[config.mk]
export PLATFORM = sky130hd
export DESIGN_NAME = pirqw_top
export DESIGN_NICKNAME = d
export VERILOG_FILES = /design/src/pirqw_pkg.sv /design/src/pirqw_top.sv
export VERILOG_INCLUDE_DIRS = /design/src /design/src/src
export SDC_FILE = /design/constraint.sdc
export NUM_CORES = 1
export LEC_CHECK = 0
export BUFFER_PORTS_ARGS = -buffer_cell sky130_fd_sc_hd__buf_2
export CORE_MARGIN = 1.5
export CORE_UTILIZATION = 31
export DETAILED_ROUTE_END_ITERATION = 16
export GPL_TIMING_DRIVEN = 0
export PLACE_DENSITY = 0.68
export SLEW_MARGIN = 20
export SYNTH_ARGS = -nofsm -noshare
export SYNTH_HDL_FRONTEND = slang
export SYNTH_SLANG_ARGS = --single-unit
[constraint.sdc]
create_clock -name i_clk -period 3.6 [get_ports i_clk]
set_clock_uncertainty 0.15 [all_clocks]
set_input_delay 0.36 -clock i_clk [delete_from_list [all_inputs] [get_ports i_clk]]
set_output_delay 0.36 -clock i_clk [all_outputs]
set_load 0.01 [all_outputs]
[src/pirqw_params.svh]
// constants for the peripheral interrupt enable and low-power wake block
`ifndef PIRQW_PARAMS_SVH
`define PIRQW_PARAMS_SVH
// apb byte offsets
`define PIRQW_OFF_ENABLE2  8'h00
`define PIRQW_OFF_INTCTL   8'h04
`define PIRQW_OFF_POWER    8'h08
`define PIRQW_OFF_PINCFG   8'h0C
`define PIRQW_OFF_FLAGS    8'h10
// interrupt control bits
`define PIRQW_BIT_GLOBAL   7
`define PIRQW_BIT_GATE     6
`define PIRQW_BIT_PCGRP    3
// power control bit
`define PIRQW_BIT_WAKE_EN  1
// pin config bits
`define PIRQW_BIT_LATCH    0
`define PIRQW_BIT_DIR_IN   1
`define PIRQW_BIT_IOC_EN   2
`define PIRQW_BIT_LEVEL    3
// flags bits, pin change flag below the peripheral nibble
`define PIRQW_BIT_PCFLAG   0
// peripheral enable / flag nibble position
`define PIRQW_NIB_LSB      4
// reset values
`define PIRQW_RST_NIB      4'h0
`define PIRQW_RST_DIR_IN   1'b1
// interrupt vector address
`define PIRQW_VECTOR       16'h0004
`endif

[src/pirqw_pkg.sv]
// types shared by the peripheral interrupt enable and wake block
package pirqw_pkg;
	// peripheral events, ordered as enable bits 7..4
	typedef struct packed {
		logic osc_fail;
		logic cmp2;
		logic cmp1;
		logic ee_done;
	} pirqw_evt_s;

	typedef enum logic [0:0] {
		PIRQW_RUN   = 1'b0,
		PIRQW_SLEEP = 1'b1
	} pirqw_fsm_e;

	typedef struct packed {
		logic [3:0]  en2;
		logic        glob;
		logic        gate;
		logic        pcgrp;
		logic        wake_en;
		logic        pin_lat;
		logic        pin_dir_in;
		logic        ioc_en;
		logic [3:0]  flags;
		logic        pc_flag;
		logic        pin_prev;
		pirqw_fsm_e  fsm;
		logic        wake;
		logic        vec;
	} pirqw_st_s;
endpackage

[src/pirqw_top.sv]
// peripheral interrupt enable register 2 and low-power wake on pin 0
//
// Function
// - no peripheral interrupt leaves unless the peripheral gate bit is set
// - enable bit 7 passes the oscillator fail interrupt
// - enable bit 6 passes the comparator 2 interrupt
// - enable bit 4 passes the eeprom write complete interrupt
// - wake enable bit turns on the pin 0 current sink
// - slow fall on pin 0 gives one pin change event
// - pin 0 low while sleeping wakes the core; o_irq rises only with global enable set
// - after wake with global enable set, branch to vector 0004h
//
// Added by the designer: the APB register port and the register offsets.
`timescale 1ns/100ps
`include "pirqw_params.svh"

module pirqw_top (
	// clock and reset
	input  wire logic                   i_clk,
	input  wire logic                   i_rst,
	// apb slave
	input  wire logic                   i_psel,
	input  wire logic                   i_penable,
	input  wire logic                   i_pwrite,
	input  wire logic [7:0]             i_paddr,
	input  wire logic [31:0]            i_pwdata,
	output logic                        o_pready,
	output logic                        o_pslverr,
	output logic [31:0]                 o_prdata,
	// peripheral event pulses
	input  wire pirqw_pkg::pirqw_evt_s  i_evt,
	// core sleep handshake
	input  wire logic                   i_sleep_req,
	output logic                        o_irq,
	output logic                        o_sleeping,
	output logic                        o_wake,
	output logic                        o_vector_take,
	output logic [15:0]                 o_vector_addr,
	// pin 0
	input  wire logic                   i_pin0,
	output logic                        o_pin0_o,
	output logic                        o_pin0_oe,
	output logic                        o_sink_en
);
	import pirqw_pkg::*;

	pirqw_st_s   st_q;
	pirqw_st_s   st_d;
	logic        acc;
	logic        wr;
	logic        mapped;
	logic        pc_evt;
	logic        per_pend;
	logic        pc_pend;
	logic        wake_cond;
	logic [31:0] rd;

	function automatic logic hit(input logic [7:0] a, input logic [7:0] o);
		return a == o;
	endfunction

	////////////////////////////////////////////////////////////////////////
	// bus decode, zero wait states
	assign acc    = i_psel & i_penable;
	assign wr     = acc & i_pwrite;
	assign mapped = hit(i_paddr, `PIRQW_OFF_ENABLE2)
		| hit(i_paddr, `PIRQW_OFF_INTCTL)
		| hit(i_paddr, `PIRQW_OFF_POWER)
		| hit(i_paddr, `PIRQW_OFF_PINCFG)
		| hit(i_paddr, `PIRQW_OFF_FLAGS);
	assign o_pready  = 1'b1;
	assign o_pslverr = acc & ~mapped;

	always_comb begin
		rd = 32'h0000_0000;
		if (hit(i_paddr, `PIRQW_OFF_ENABLE2)) begin
			// low nibble stays zero: unimplemented
			rd[`PIRQW_NIB_LSB +: 4] = st_q.en2;
		end
		if (hit(i_paddr, `PIRQW_OFF_INTCTL)) begin
			rd[`PIRQW_BIT_GLOBAL] = st_q.glob;
			rd[`PIRQW_BIT_GATE]   = st_q.gate;
			rd[`PIRQW_BIT_PCGRP]  = st_q.pcgrp;
		end
		if (hit(i_paddr, `PIRQW_OFF_POWER)) begin
			rd[`PIRQW_BIT_WAKE_EN] = st_q.wake_en;
		end
		if (hit(i_paddr, `PIRQW_OFF_PINCFG)) begin
			rd[`PIRQW_BIT_LATCH]  = st_q.pin_lat;
			rd[`PIRQW_BIT_DIR_IN] = st_q.pin_dir_in;
			rd[`PIRQW_BIT_IOC_EN] = st_q.ioc_en;
			rd[`PIRQW_BIT_LEVEL]  = st_q.pin_prev;
		end
		if (hit(i_paddr, `PIRQW_OFF_FLAGS)) begin
			rd[`PIRQW_NIB_LSB +: 4] = st_q.flags;
			rd[`PIRQW_BIT_PCFLAG]   = st_q.pc_flag;
		end
	end
	// read data is a mux of flip-flops only
	assign o_prdata = (acc & ~i_pwrite) ? rd : 32'h0000_0000;

	////////////////////////////////////////////////////////////////////////
	// interrupt gating
	// the pin compares against its last sampled level, so a slow ramp
	// that crosses the low threshold once gives a single event
	assign pc_evt = st_q.ioc_en & st_q.pin_dir_in
		& (i_pin0 != st_q.pin_prev);
	assign per_pend  = st_q.gate & |(st_q.flags & st_q.en2);
	assign pc_pend   = st_q.pcgrp & st_q.pc_flag;
	// wake does not need the global enable; o_irq and the branch do
	assign wake_cond = per_pend | pc_pend;
	assign o_irq     = st_q.glob & wake_cond;

	////////////////////////////////////////////////////////////////////////
	// next state
	always_comb begin
		st_d      = st_q;
		st_d.wake = 1'b0;
		st_d.vec  = 1'b0;
		st_d.pin_prev = i_pin0;
		if (wr && hit(i_paddr, `PIRQW_OFF_ENABLE2)) begin
			st_d.en2 = i_pwdata[`PIRQW_NIB_LSB +: 4];
		end
		if (wr && hit(i_paddr, `PIRQW_OFF_INTCTL)) begin
			st_d.glob  = i_pwdata[`PIRQW_BIT_GLOBAL];
			st_d.gate  = i_pwdata[`PIRQW_BIT_GATE];
			st_d.pcgrp = i_pwdata[`PIRQW_BIT_PCGRP];
		end
		if (wr && hit(i_paddr, `PIRQW_OFF_POWER)) begin
			st_d.wake_en = i_pwdata[`PIRQW_BIT_WAKE_EN];
		end
		if (wr && hit(i_paddr, `PIRQW_OFF_PINCFG)) begin
			st_d.pin_lat    = i_pwdata[`PIRQW_BIT_LATCH];
			st_d.pin_dir_in = i_pwdata[`PIRQW_BIT_DIR_IN];
			st_d.ioc_en     = i_pwdata[`PIRQW_BIT_IOC_EN];
		end
		// write one to clear; a new event in the same cycle wins
		if (wr && hit(i_paddr, `PIRQW_OFF_FLAGS)) begin
			st_d.flags   = st_q.flags & ~i_pwdata[`PIRQW_NIB_LSB +: 4];
			st_d.pc_flag = st_q.pc_flag & ~i_pwdata[`PIRQW_BIT_PCFLAG];
		end
		st_d.flags   = st_d.flags | i_evt;
		st_d.pc_flag = st_d.pc_flag | pc_evt;
		unique case (st_q.fsm)
			PIRQW_RUN: begin
				if (i_sleep_req) begin
					st_d.fsm = PIRQW_SLEEP;
				end
			end
			PIRQW_SLEEP: begin
				if (wake_cond) begin
					st_d.fsm  = PIRQW_RUN;
					st_d.wake = 1'b1;
					st_d.vec  = st_q.glob;
				end
			end
		endcase
	end

	always_ff @(posedge i_clk or posedge i_rst) begin
		if (i_rst) begin
			st_q            <= '0;
			st_q.en2        <= `PIRQW_RST_NIB;
			st_q.flags      <= `PIRQW_RST_NIB;
			st_q.pin_dir_in <= `PIRQW_RST_DIR_IN;
			st_q.fsm        <= PIRQW_RUN;
		end else begin
			st_q <= st_d;
		end
	end

	////////////////////////////////////////////////////////////////////////
	// outputs
	assign o_sleeping    = st_q.fsm == PIRQW_SLEEP;
	assign o_wake        = st_q.wake;
	assign o_vector_take = st_q.vec;
	// driven always so the bus never floats between branches
	assign o_vector_addr = `PIRQW_VECTOR;
	assign o_sink_en     = st_q.wake_en;
	// charging the capacitor is plain output drive of the latch
	assign o_pin0_o  = st_q.pin_lat;
	assign o_pin0_oe = ~st_q.pin_dir_in;
endmodule

==> flow_summary.yaml, run 1 <==
power:
  vdd_drop_max_mv: 0.143
  switching_share_pct: 24.7
  leakagePower_nw: 1.04
  power.internal_mw: 0.436
  p_switching_mw: 0.143
  p_clk_share_pct: 39.1
  seqPwrFrac_pct: 41.0
  p_per_area_nw_per_um2: 301
  combPwrFrac_pct: 19.9
  power_mw: 0.579
critical_path:
  slowest_delay_ps: 360
  slowest_stage: "or3_1"
  critPathMostFrequentCell: "buf_2"
  critPathKind: "input port to output pin"
  critPathArrivalTime_ps: 1790
  crit_family: "simple AND/OR/NAND/NOR gates"
  crit_fanout: 6
  path_cells: "buf_2 -> or3_1 -> buf_2 -> or2_2 -> nor4_1 -> buf_2"
  critPathCaptureType: "output pin"
  startpoint_type: "input port"
  crit_buf_inv: 3
  crit_required_ps: 3090
yosys:
  postSynth.asyncResetShare_pct: 100
  synthFlopType: "dfrtp_1"
  synthesis.area_um2: 1440
  synth_edf_count: 0
  synth_area_leaders: "dfrtp_1 33%, buf_4 21%, mux2_2 8.6%"
  yosysTopAreaCellShare_pct: 33.1
  syn_inst: 150
  ys_warn_count: 0
  ys_types: 35
  yosysSeqAreaShare_pct: 35.0
  synth-seq-cells: 20
  synth_common_cells: "41 x buf_4, 19 x dfrtp_1, 11 x mux2_2"
  synth.most_common_cell: "buf_4"
  synth_top_cell_by_area: "dfrtp_1"
  syn_avg_cell_area_um2: 9.57
cts:
  insertion_delay_ps: 260
  cts_buffer_depth: 2
  h-tree-depth: 1
  post_cts_buffers: 0
  ctsResizeCount: 0
  cts_hold_buf: 0
  numCtsBuffers: 3
  cts_tree: "done"
  root_buffer: "clkbuf_8"
  cts_num_sinks: 20
  path_clk_slew_ps: 80
global_routing:
  antenna_found_initial: 0
  grt_pass1_vias: 1105
  grt.overflow.total: 0
  grt.total_usage_pct: 12.9
  grt_max_degree: 21
  grt_pass1_wl_mm: 5.23
detailed_routing:
  drtPass1Iterations: 4
  drcViolationCount: 0
  via_count: 1221
  viasPerCell: 4.27
  drtIter0Drc: 43
  wl_mm: 3.23
  ant_nets: 0
  avgRoutedWirePerCell_um: 11.3
job:
  drv_cap: 0
timing:
  min_period_ps: 2300
  setup_ws_ps: 1300
  timing.fmax_ghz: 0.435
  tightest_slew_ps: 781
  setup_viol: 0
  drv_slew: 0
  setup_tns_ps: 0
  period_share_pct: 63.8
  relSlewSlack_pct: 47.8
  hold_violations: 0
  rsz0062_at_grt: "false"
  holdWs_ps: 73.0
floorplanning:
  start_util_pct: 32.5
  core_area_um2: 4410
  die_area_um2: 5050
  num_rows: 24
  pin_count: 108
  fp.dieH_um: 71.0
  die_w_um: 71.0
layout:
  fin_nets: 286
  n_antenna_cell: 0
  stdcell_count: 286
  layout-drive-gt1-share_pct: 44.9
  areaGrowthSynthToFinish_pct: 34.0
  final_cell_area_um2: 1920
  finish.utilization_pct: 43.6
placement:
  place_ws_ps: 1330
  routabilityCongestion: 0.796
  placement.cell_area_um2: 1850
  dp_hpwl_mm: 2.73
  dp.cells: 282
  io_buffers: 41
worst_hold_path:
  hold_class: "input port to flop"
run_status:
  status: "complete, no violations"
[cells in the final DEF, fill, tap and decap left out, drive strengths merged, types with 2 or more instances in the layout]
| cell | n |
|---|---|
| a21boi | 2 |
| a21oi | 2 |
| a22o | 2 |
| a31oi | 4 |
| and4 | 2 |
| buf | 84 |
| clkbuf | 5 |
| conb | 41 |
| dfrtp | 19 |
| inv | 7 |
| mux2 | 11 |
| mux2i | 4 |
| nand2 | 5 |
| nand3 | 3 |
| nand3b | 3 |
| nand4 | 2 |
| nor2 | 6 |
| nor2b | 2 |
| nor3 | 5 |
| nor4 | 5 |
| nor4b | 2 |
| o211a | 2 |
| o21ai | 3 |
| or3 | 3 |
[registers in the layout, summed over array words and instances, names as in the netlist]
name and cells:
o_sleeping 1, st_q 15, o_vector_take 1, o_pin0_o 1, o_wake 1, o_sink_en 1
[power by group through the flow]
stage / Combinational, mW / Clock (mW) / Sequential, mW
floorplan: 0.0823 / 0 / 0.242
global placement: 0.112 / 0 / 0.241
detailed placement: 0.114 / 0 / 0.242
CTS: 0.114 / 0.228 / 0.238
global route: 0.128 / 0.242 / 0.239
finish: 0.115 / 0.226 / 0.238
[kinds of logic (layout without fill, tap and decap cells)]
logic type,after synthesis,in the layout,share of synthesized area [%]
other,2,41,0.523
buffers and inverters,52,97,24.5
XOR/XNOR,1,1,0.610
multiplexers,15,15,11.4
flip-flops,20,20,35.0
AO/OA/AOI/OAI,18,18,8.89
AND/OR/NAND/NOR,42,42,19.1
[per-layer routing]
metal | vias to the layer above | global-route usage (%) | wire, µm
li1 | 613 | - | -
met1 | 552 | 17.1 | 1420
met2 | 52 | 21.6 | 1550
met3 | 4 | 2.71 | 235
met4 | 0 | 3.35 | 26
met5 | - | 0 | 0
[worst paths after layout]
| check | start | end | slack (ps) | cells after the start |
|---|---|---|---|---|
| min in group asynchronous | i_rst | st_q[4]$_DFF_PP0_ | 80 | 2 |
| worst max-delay path | i_paddr[5] | o_prdata[2] | 1300 | 6 |
| worst min register to register | st_q[9]$_DFFE_PP0P_ | st_q[9]$_DFFE_PP0P_ | 370 | 1 |
| max in group asynchronous | i_rst | st_q[8]$_DFF_PP0_ | 2730 | 2 |
| worst max register to register | st_q[5]$_DFF_PP0_ | o_sleeping$_DFF_PP0_ | 2150 | 3 |
| worst min-delay path | i_pin0 | st_q[3]$_DFF_PP0_ | 70 | 1 |
[worst register-to-register path, cell delays in order (launching register included)]
cell	delay [ps]
dfrtp_1	410
a22o_1	240
o21ai_0	360
a31o_2	230
[area by class of cell]
| class | count | area [µm²] |
|---|---|---|
| sequential | 20 | 502 |
| inverter | 7 | 26.3 |
| timing repair buffer | 41 | 205 |
| buffer | 45 | 325 |
| tap | 52 | 65.1 |
| clock inverter | 1 | 30.0 |
| clock buffer | 3 | 41.3 |
| fill | 462 | 2490 |
| multi-input combinational | 117 | 728 |
Power figures use the tool's default switching activity.
==> inputs of run 2 (changes only) <==
Settings changed: PLACE_DENSITY 0.68 to 0.7.
Clock period 3.6 ns to 2.1 ns, I/O delays scaled along.
==> flow_summary.yaml, run 2 (same netlist as run 1, synthesis figures left out) <==
critical_path:
  crit_family: "simple AND/OR/NAND/NOR gates"
  slowest_stage: "or3_1"
  startpoint_type: "input port"
  crit_fanout: 6
  path_cells: "buf_2 -> or3_1 -> buf_2 -> or2_2 -> nor3_1 -> buf_2"
  crit_buf_inv: 3
  critPathKind: "input port to output pin"
  regToRegSetupSlack_ps: 660
  slowest_delay_ps: 370
  critPathMostFrequentCell: "buf_2"
  worstReg2RegStart: "st_q[5]$_DFF_PP0_"
  ff2ff_path_depth: 3
  r2r_end: "o_wake$_DFF_PP0_"
  critPathCaptureType: "output pin"
  crit_required_ps: 1740
  critPathArrivalTime_ps: 1620
power:
  power.internal_mw: 0.665
  leakagePower_nw: 1.06
  switching_share_pct: 26.3
  p_switching_mw: 0.238
  p_per_area_nw_per_um2: 462
  seqPwrFrac_pct: 45.1
  p_clk_share_pct: 32.6
  combPwrFrac_pct: 22.3
  vdd_drop_max_mv: 0.289
cts:
  root_buffer: "clkbuf_8"
  h-tree-depth: 1
  post_cts_buffers: 0
  cts_num_sinks: 20
  ctsResizeCount: 0
  path_clk_slew_ps: 80
  cts_buffer_depth: 2
  insertion_delay_ps: 260
  cts_tree: "done"
  cts_hold_buf: 5
  numCtsBuffers: 3
detailed_routing:
  drtPass1Iterations: 4
  wl_mm: 3.10
  drcViolationCount: 0
  via_count: 1203
  drtIter0Drc: 38
  viasPerCell: 4.13
  avgRoutedWirePerCell_um: 10.6
  ant_nets: 0
worst_hold_path:
  min-delay-start: "i_pwdata[6]"
  hold_class: "input port to flop"
  min_to: "st_q[7]$_DFF_PP0_"
  holdPathStages: 2
layout:
  regMostFlops: "st_q"
  n_antenna_cell: 0
  finish.utilization_pct: 44.3
  largest_reg_flops: 15
  areaGrowthSynthToFinish_pct: 36.4
  fin_nets: 291
  layout-drive-gt1-share_pct: 43.9
  final_cell_mix: "43 x buf_2, 41 x buf_4, 41 x conb_1, 19 x dfrtp_1, 11 x mux2_2"
  layout_commonest_cell: "buf_2"
timing:
  period_share_pct: 94.2
  drv_slew: 0
  tightest_slew_ps: 738
  min_period_ps: 1980
  rsz0062_at_grt: "false"
  timing.fmax_ghz: 0.506
  setup_tns_ps: 0
  setup_viol: 0
  hold_violations: 0
  relSlewSlack_pct: 50.8
global_routing:
  grt_pass1_wl_mm: 4.96
  antenna_found_initial: 0
  grt_pass1_vias: 1082
  grt.overflow.total: 0
  grt.total_usage_pct: 12.5
  grt_max_degree: 21
floorplanning:
  fp.dieH_um: 71.0
  die_w_um: 71.0
  num_rows: 24
  pin_count: 108
  die_area_um2: 5050
  core_area_um2: 4410
  start_util_pct: 32.5
placement:
  routabilityCongestion: 0.832
  dp_hpwl_mm: 2.62
  io_buffers: 41
job:
  drv_cap: 0
run_status:
  status: "complete, no violations"
==> run 2: power groups by stage <==
stage	clock, mW	sequential, mW	combinational, mW
6_report	0.294	0.407	0.202
3_5_place_dp	0	0.415	0.193
5_1_grt	0.326	0.409	0.223
3_3_place_gp	0	0.414	0.191
4_1_cts	0.299	0.408	0.201
2_1_floorplan	0	0.415	0.141
==> run 2: worst max-delay path by stage <==
stage	slack [ps]	to	cells after the start	start
5_1_grt	7	o_irq	4	st_q[5]$_DFF_PP0_
2_1_floorplan	330	o_prdata[2]	4	i_paddr[5]
3_3_place_gp	110	o_prdata[2]	6	i_paddr[5]
3_5_place_dp	110	o_prdata[2]	6	i_paddr[5]
4_1_cts	100	o_prdata[2]	6	i_paddr[5]
6_report	120	o_prdata[4]	6	i_paddr[5]
==> run 2: per-stage QoR <==
step                      hold slack, ps  worst slack, ps  std cells  total power, mW  area [µm²]
after global placement               194              113        282            0.605        1850
final                               15.3              122        291            0.903        1960
after floorplan                     23.1              327        189            0.556        1580
after detailed placement             196              109        282            0.609        1850
after global routing                31.8             6.73        291            0.958        1960
after CTS                           1.37              104        291            0.907        1960
==> run 2: layout make-up <==
cell class / count / area (µm²)
plain buffers: 45 / 325
repair buffers: 46 / 255
clock buffers: 4 / 55.1
inverters: 7 / 26.3
fillers: 446 / 2460
well taps: 52 / 65.1
flip-flops and latches: 20 / 502
multi-input cells: 117 / 728
==> run 2: layer usage <==
layer	part of all wire, %	global-route usage, %	vias to the layer above
met5	0	0	-
met4	1.2	3.98	0
met3	7.5	2.56	4
met2	47	20.2	50
met1	44	16.7	529
li1	-	-	620
==> inputs of run 3 (changes only) <==
Settings changed: CORE_UTILIZATION 31 to 36, PLACE_DENSITY 0.7 to 0.79.
==> flow_summary.yaml, run 3 (same netlist as run 1, synthesis figures left out) <==
layout:
  regMostFlops: "st_q"
  areaGrowthSynthToFinish_pct: 36.4
  finish.utilization_pct: 52.3
  fin_nets: 290
  layout_commonest_cell: "buf_2"
  largest_reg_flops: 15
  multi_input_area_um2: 728
  final_cell_area_um2: 1960
  stdcell_count: 286
  fill_cells: 342
  seqCellArea_um2: 502
  n_antenna_cell: 0
  layout-drive-gt1-share_pct: 44.1
  final_cell_mix: "43 x buf_2, 41 x buf_4, 41 x conb_1, 19 x dfrtp_1, 11 x mux2_2"
placement:
  dp_hpwl_mm: 2.60
  place_ws_ps: 140
  routabilityCongestion: 0.884
  io_buffers: 41
  dp.cells: 278
  placement.cell_area_um2: 1850
floorplanning:
  die_w_um: 66.1
  fp.dieH_um: 66.1
  core_area_um2: 3740
  num_rows: 22
  die_area_um2: 4370
  pin_count: 108
  start_util_pct: 38.3
global_routing:
  met2_usage_pct: 23.9
  antenna_found_initial: 0
  grt.total_usage_pct: 14.3
  grt-busiest-layer: "met2"
  grt_use_met1_pct: 17.5
  grt_use_met3_pct: 3.24
  grt_pass1_wl_mm: 4.75
  grt.overflow.total: 0
  grt_max_degree: 21
  grt_pass1_vias: 1039
power:
  p_switching_mw: 0.240
  combPwrFrac_pct: 20.3
  seqPwrFrac_pct: 41.0
  switching_share_pct: 24.2
  vdd_drop_max_mv: 0.383
  power.internal_mw: 0.752
  p_clk_share_pct: 38.7
  power_mw: 0.992
  p_per_area_nw_per_um2: 506
  leakagePower_nw: 1.06
critical_path:
  critPathKind: "flop to output pin"
  ff2ff_path_depth: 3
  startpoint_type: "flop"
  worstReg2RegStart: "st_q[5]$_DFF_PP0_"
  crit_required_ps: 1740
  crit_fanout: 4
  r2r_end: "o_wake$_DFF_PP0_"
  critPathArrivalTime_ps: 1600
  critPathCaptureType: "output pin"
  regToRegSetupSlack_ps: 630
cts:
  cts_num_sinks: 20
  cts_tree: "done"
  h-tree-depth: 1
  root_buffer: "clkbuf_8"
  numCtsBuffers: 3
  insertion_delay_ps: 260
  ctsResizeCount: 0
  cts_buffer_depth: 2
  path_clk_slew_ps: 70
detailed_routing:
  drcViolationCount: 0
  ant_nets: 0
  via_count: 1208
  wl_mm: 3.18
  drtPass1Iterations: 4
  viasPerCell: 4.22
  drtIter0Drc: 19
  avgRoutedWirePerCell_um: 11.1
timing:
  timing.fmax_ghz: 0.509
  period_share_pct: 93.5
  setup_tns_ps: 0
  rsz0062_at_grt: "false"
  hold_violations: 0
  setup_viol: 0
  min_period_ps: 1960
  drv_slew: 0
  holdWs_ps: 5.95
  setup_ws_ps: 135
  relSlewSlack_pct: 48.7
  tightest_slew_ps: 769
worst_hold_path:
  holdPathStages: 2
  min_to: "st_q[7]$_DFF_PP0_"
  min-delay-start: "i_pwdata[6]"
  hold_class: "input port to flop"
job:
  drv_cap: 0
run_status:
  status: "complete, no violations"
-- run 3: cell types whose count changed in the layout (fill, tap and decap cells not counted), sizes merged --
cell,before,now
clkbuf,6,5
dlygate4sd3,5,4
bufinv,0,1
-- run 3: layout make-up --
| class | count | share of cell area (%) |
|---|---|---|
| multi-input combinational | 117 | 37.2 |
| sequential | 20 | 25.6 |
| buffer | 45 | 16.6 |
| timing repair buffer | 45 | 12.5 |
| tap | 48 | 3.07 |
| clock buffer | 3 | 2.11 |
| clock inverter | 1 | 1.53 |
| inverter | 7 | 1.34 |
-- run 3: critical path, stage by stage, from the launching register on --
cell and delay [ps]:
dfrtp_1 410, a22o_1 240, o21ai_0 380, a21boi_0 150
buf_2 170
-- run 3: power by group through the flow --
stage / clock (mW) / combinational, mW / sequential (mW)
2_1_floorplan: 0 / 0.141 / 0.415
3_3_place_gp: 0 / 0.191 / 0.413
3_5_place_dp: 0 / 0.192 / 0.414
4_1_cts: 0.392 / 0.199 / 0.407
5_1_grt: 0.416 / 0.221 / 0.408
6_report: 0.384 / 0.201 / 0.407
-- run 3: worst max-delay path by stage --
stage | startpoint | end | slack [ps] | depth (start not counted)
after floorplan | i_paddr[5] | o_prdata[2] | 330 | 4
after global placement | i_paddr[5] | o_prdata[2] | 130 | 6
after detailed placement | i_paddr[5] | o_prdata[2] | 140 | 6
after CTS | i_paddr[5] | o_prdata[2] | 140 | 6
after global routing | st_q[5]$_DFF_PP0_ | o_irq | 20 | 4
final | st_q[5]$_DFF_PP0_ | o_irq | 140 | 4
-- run 3: timing repair --
item | CTS | global route
endpoints found under the hold margin | 22 | 0
buffers inserted | 0 | 0
hold buffers | 4 | 0
-- run 3: per-layer routing --
metal  vias to the layer above  routed length [µm]
li1                        623                   -
met1                       527                1330
met3                         7                 245
met5                         -                   0
met4                         0                  46
met2                        51                1560
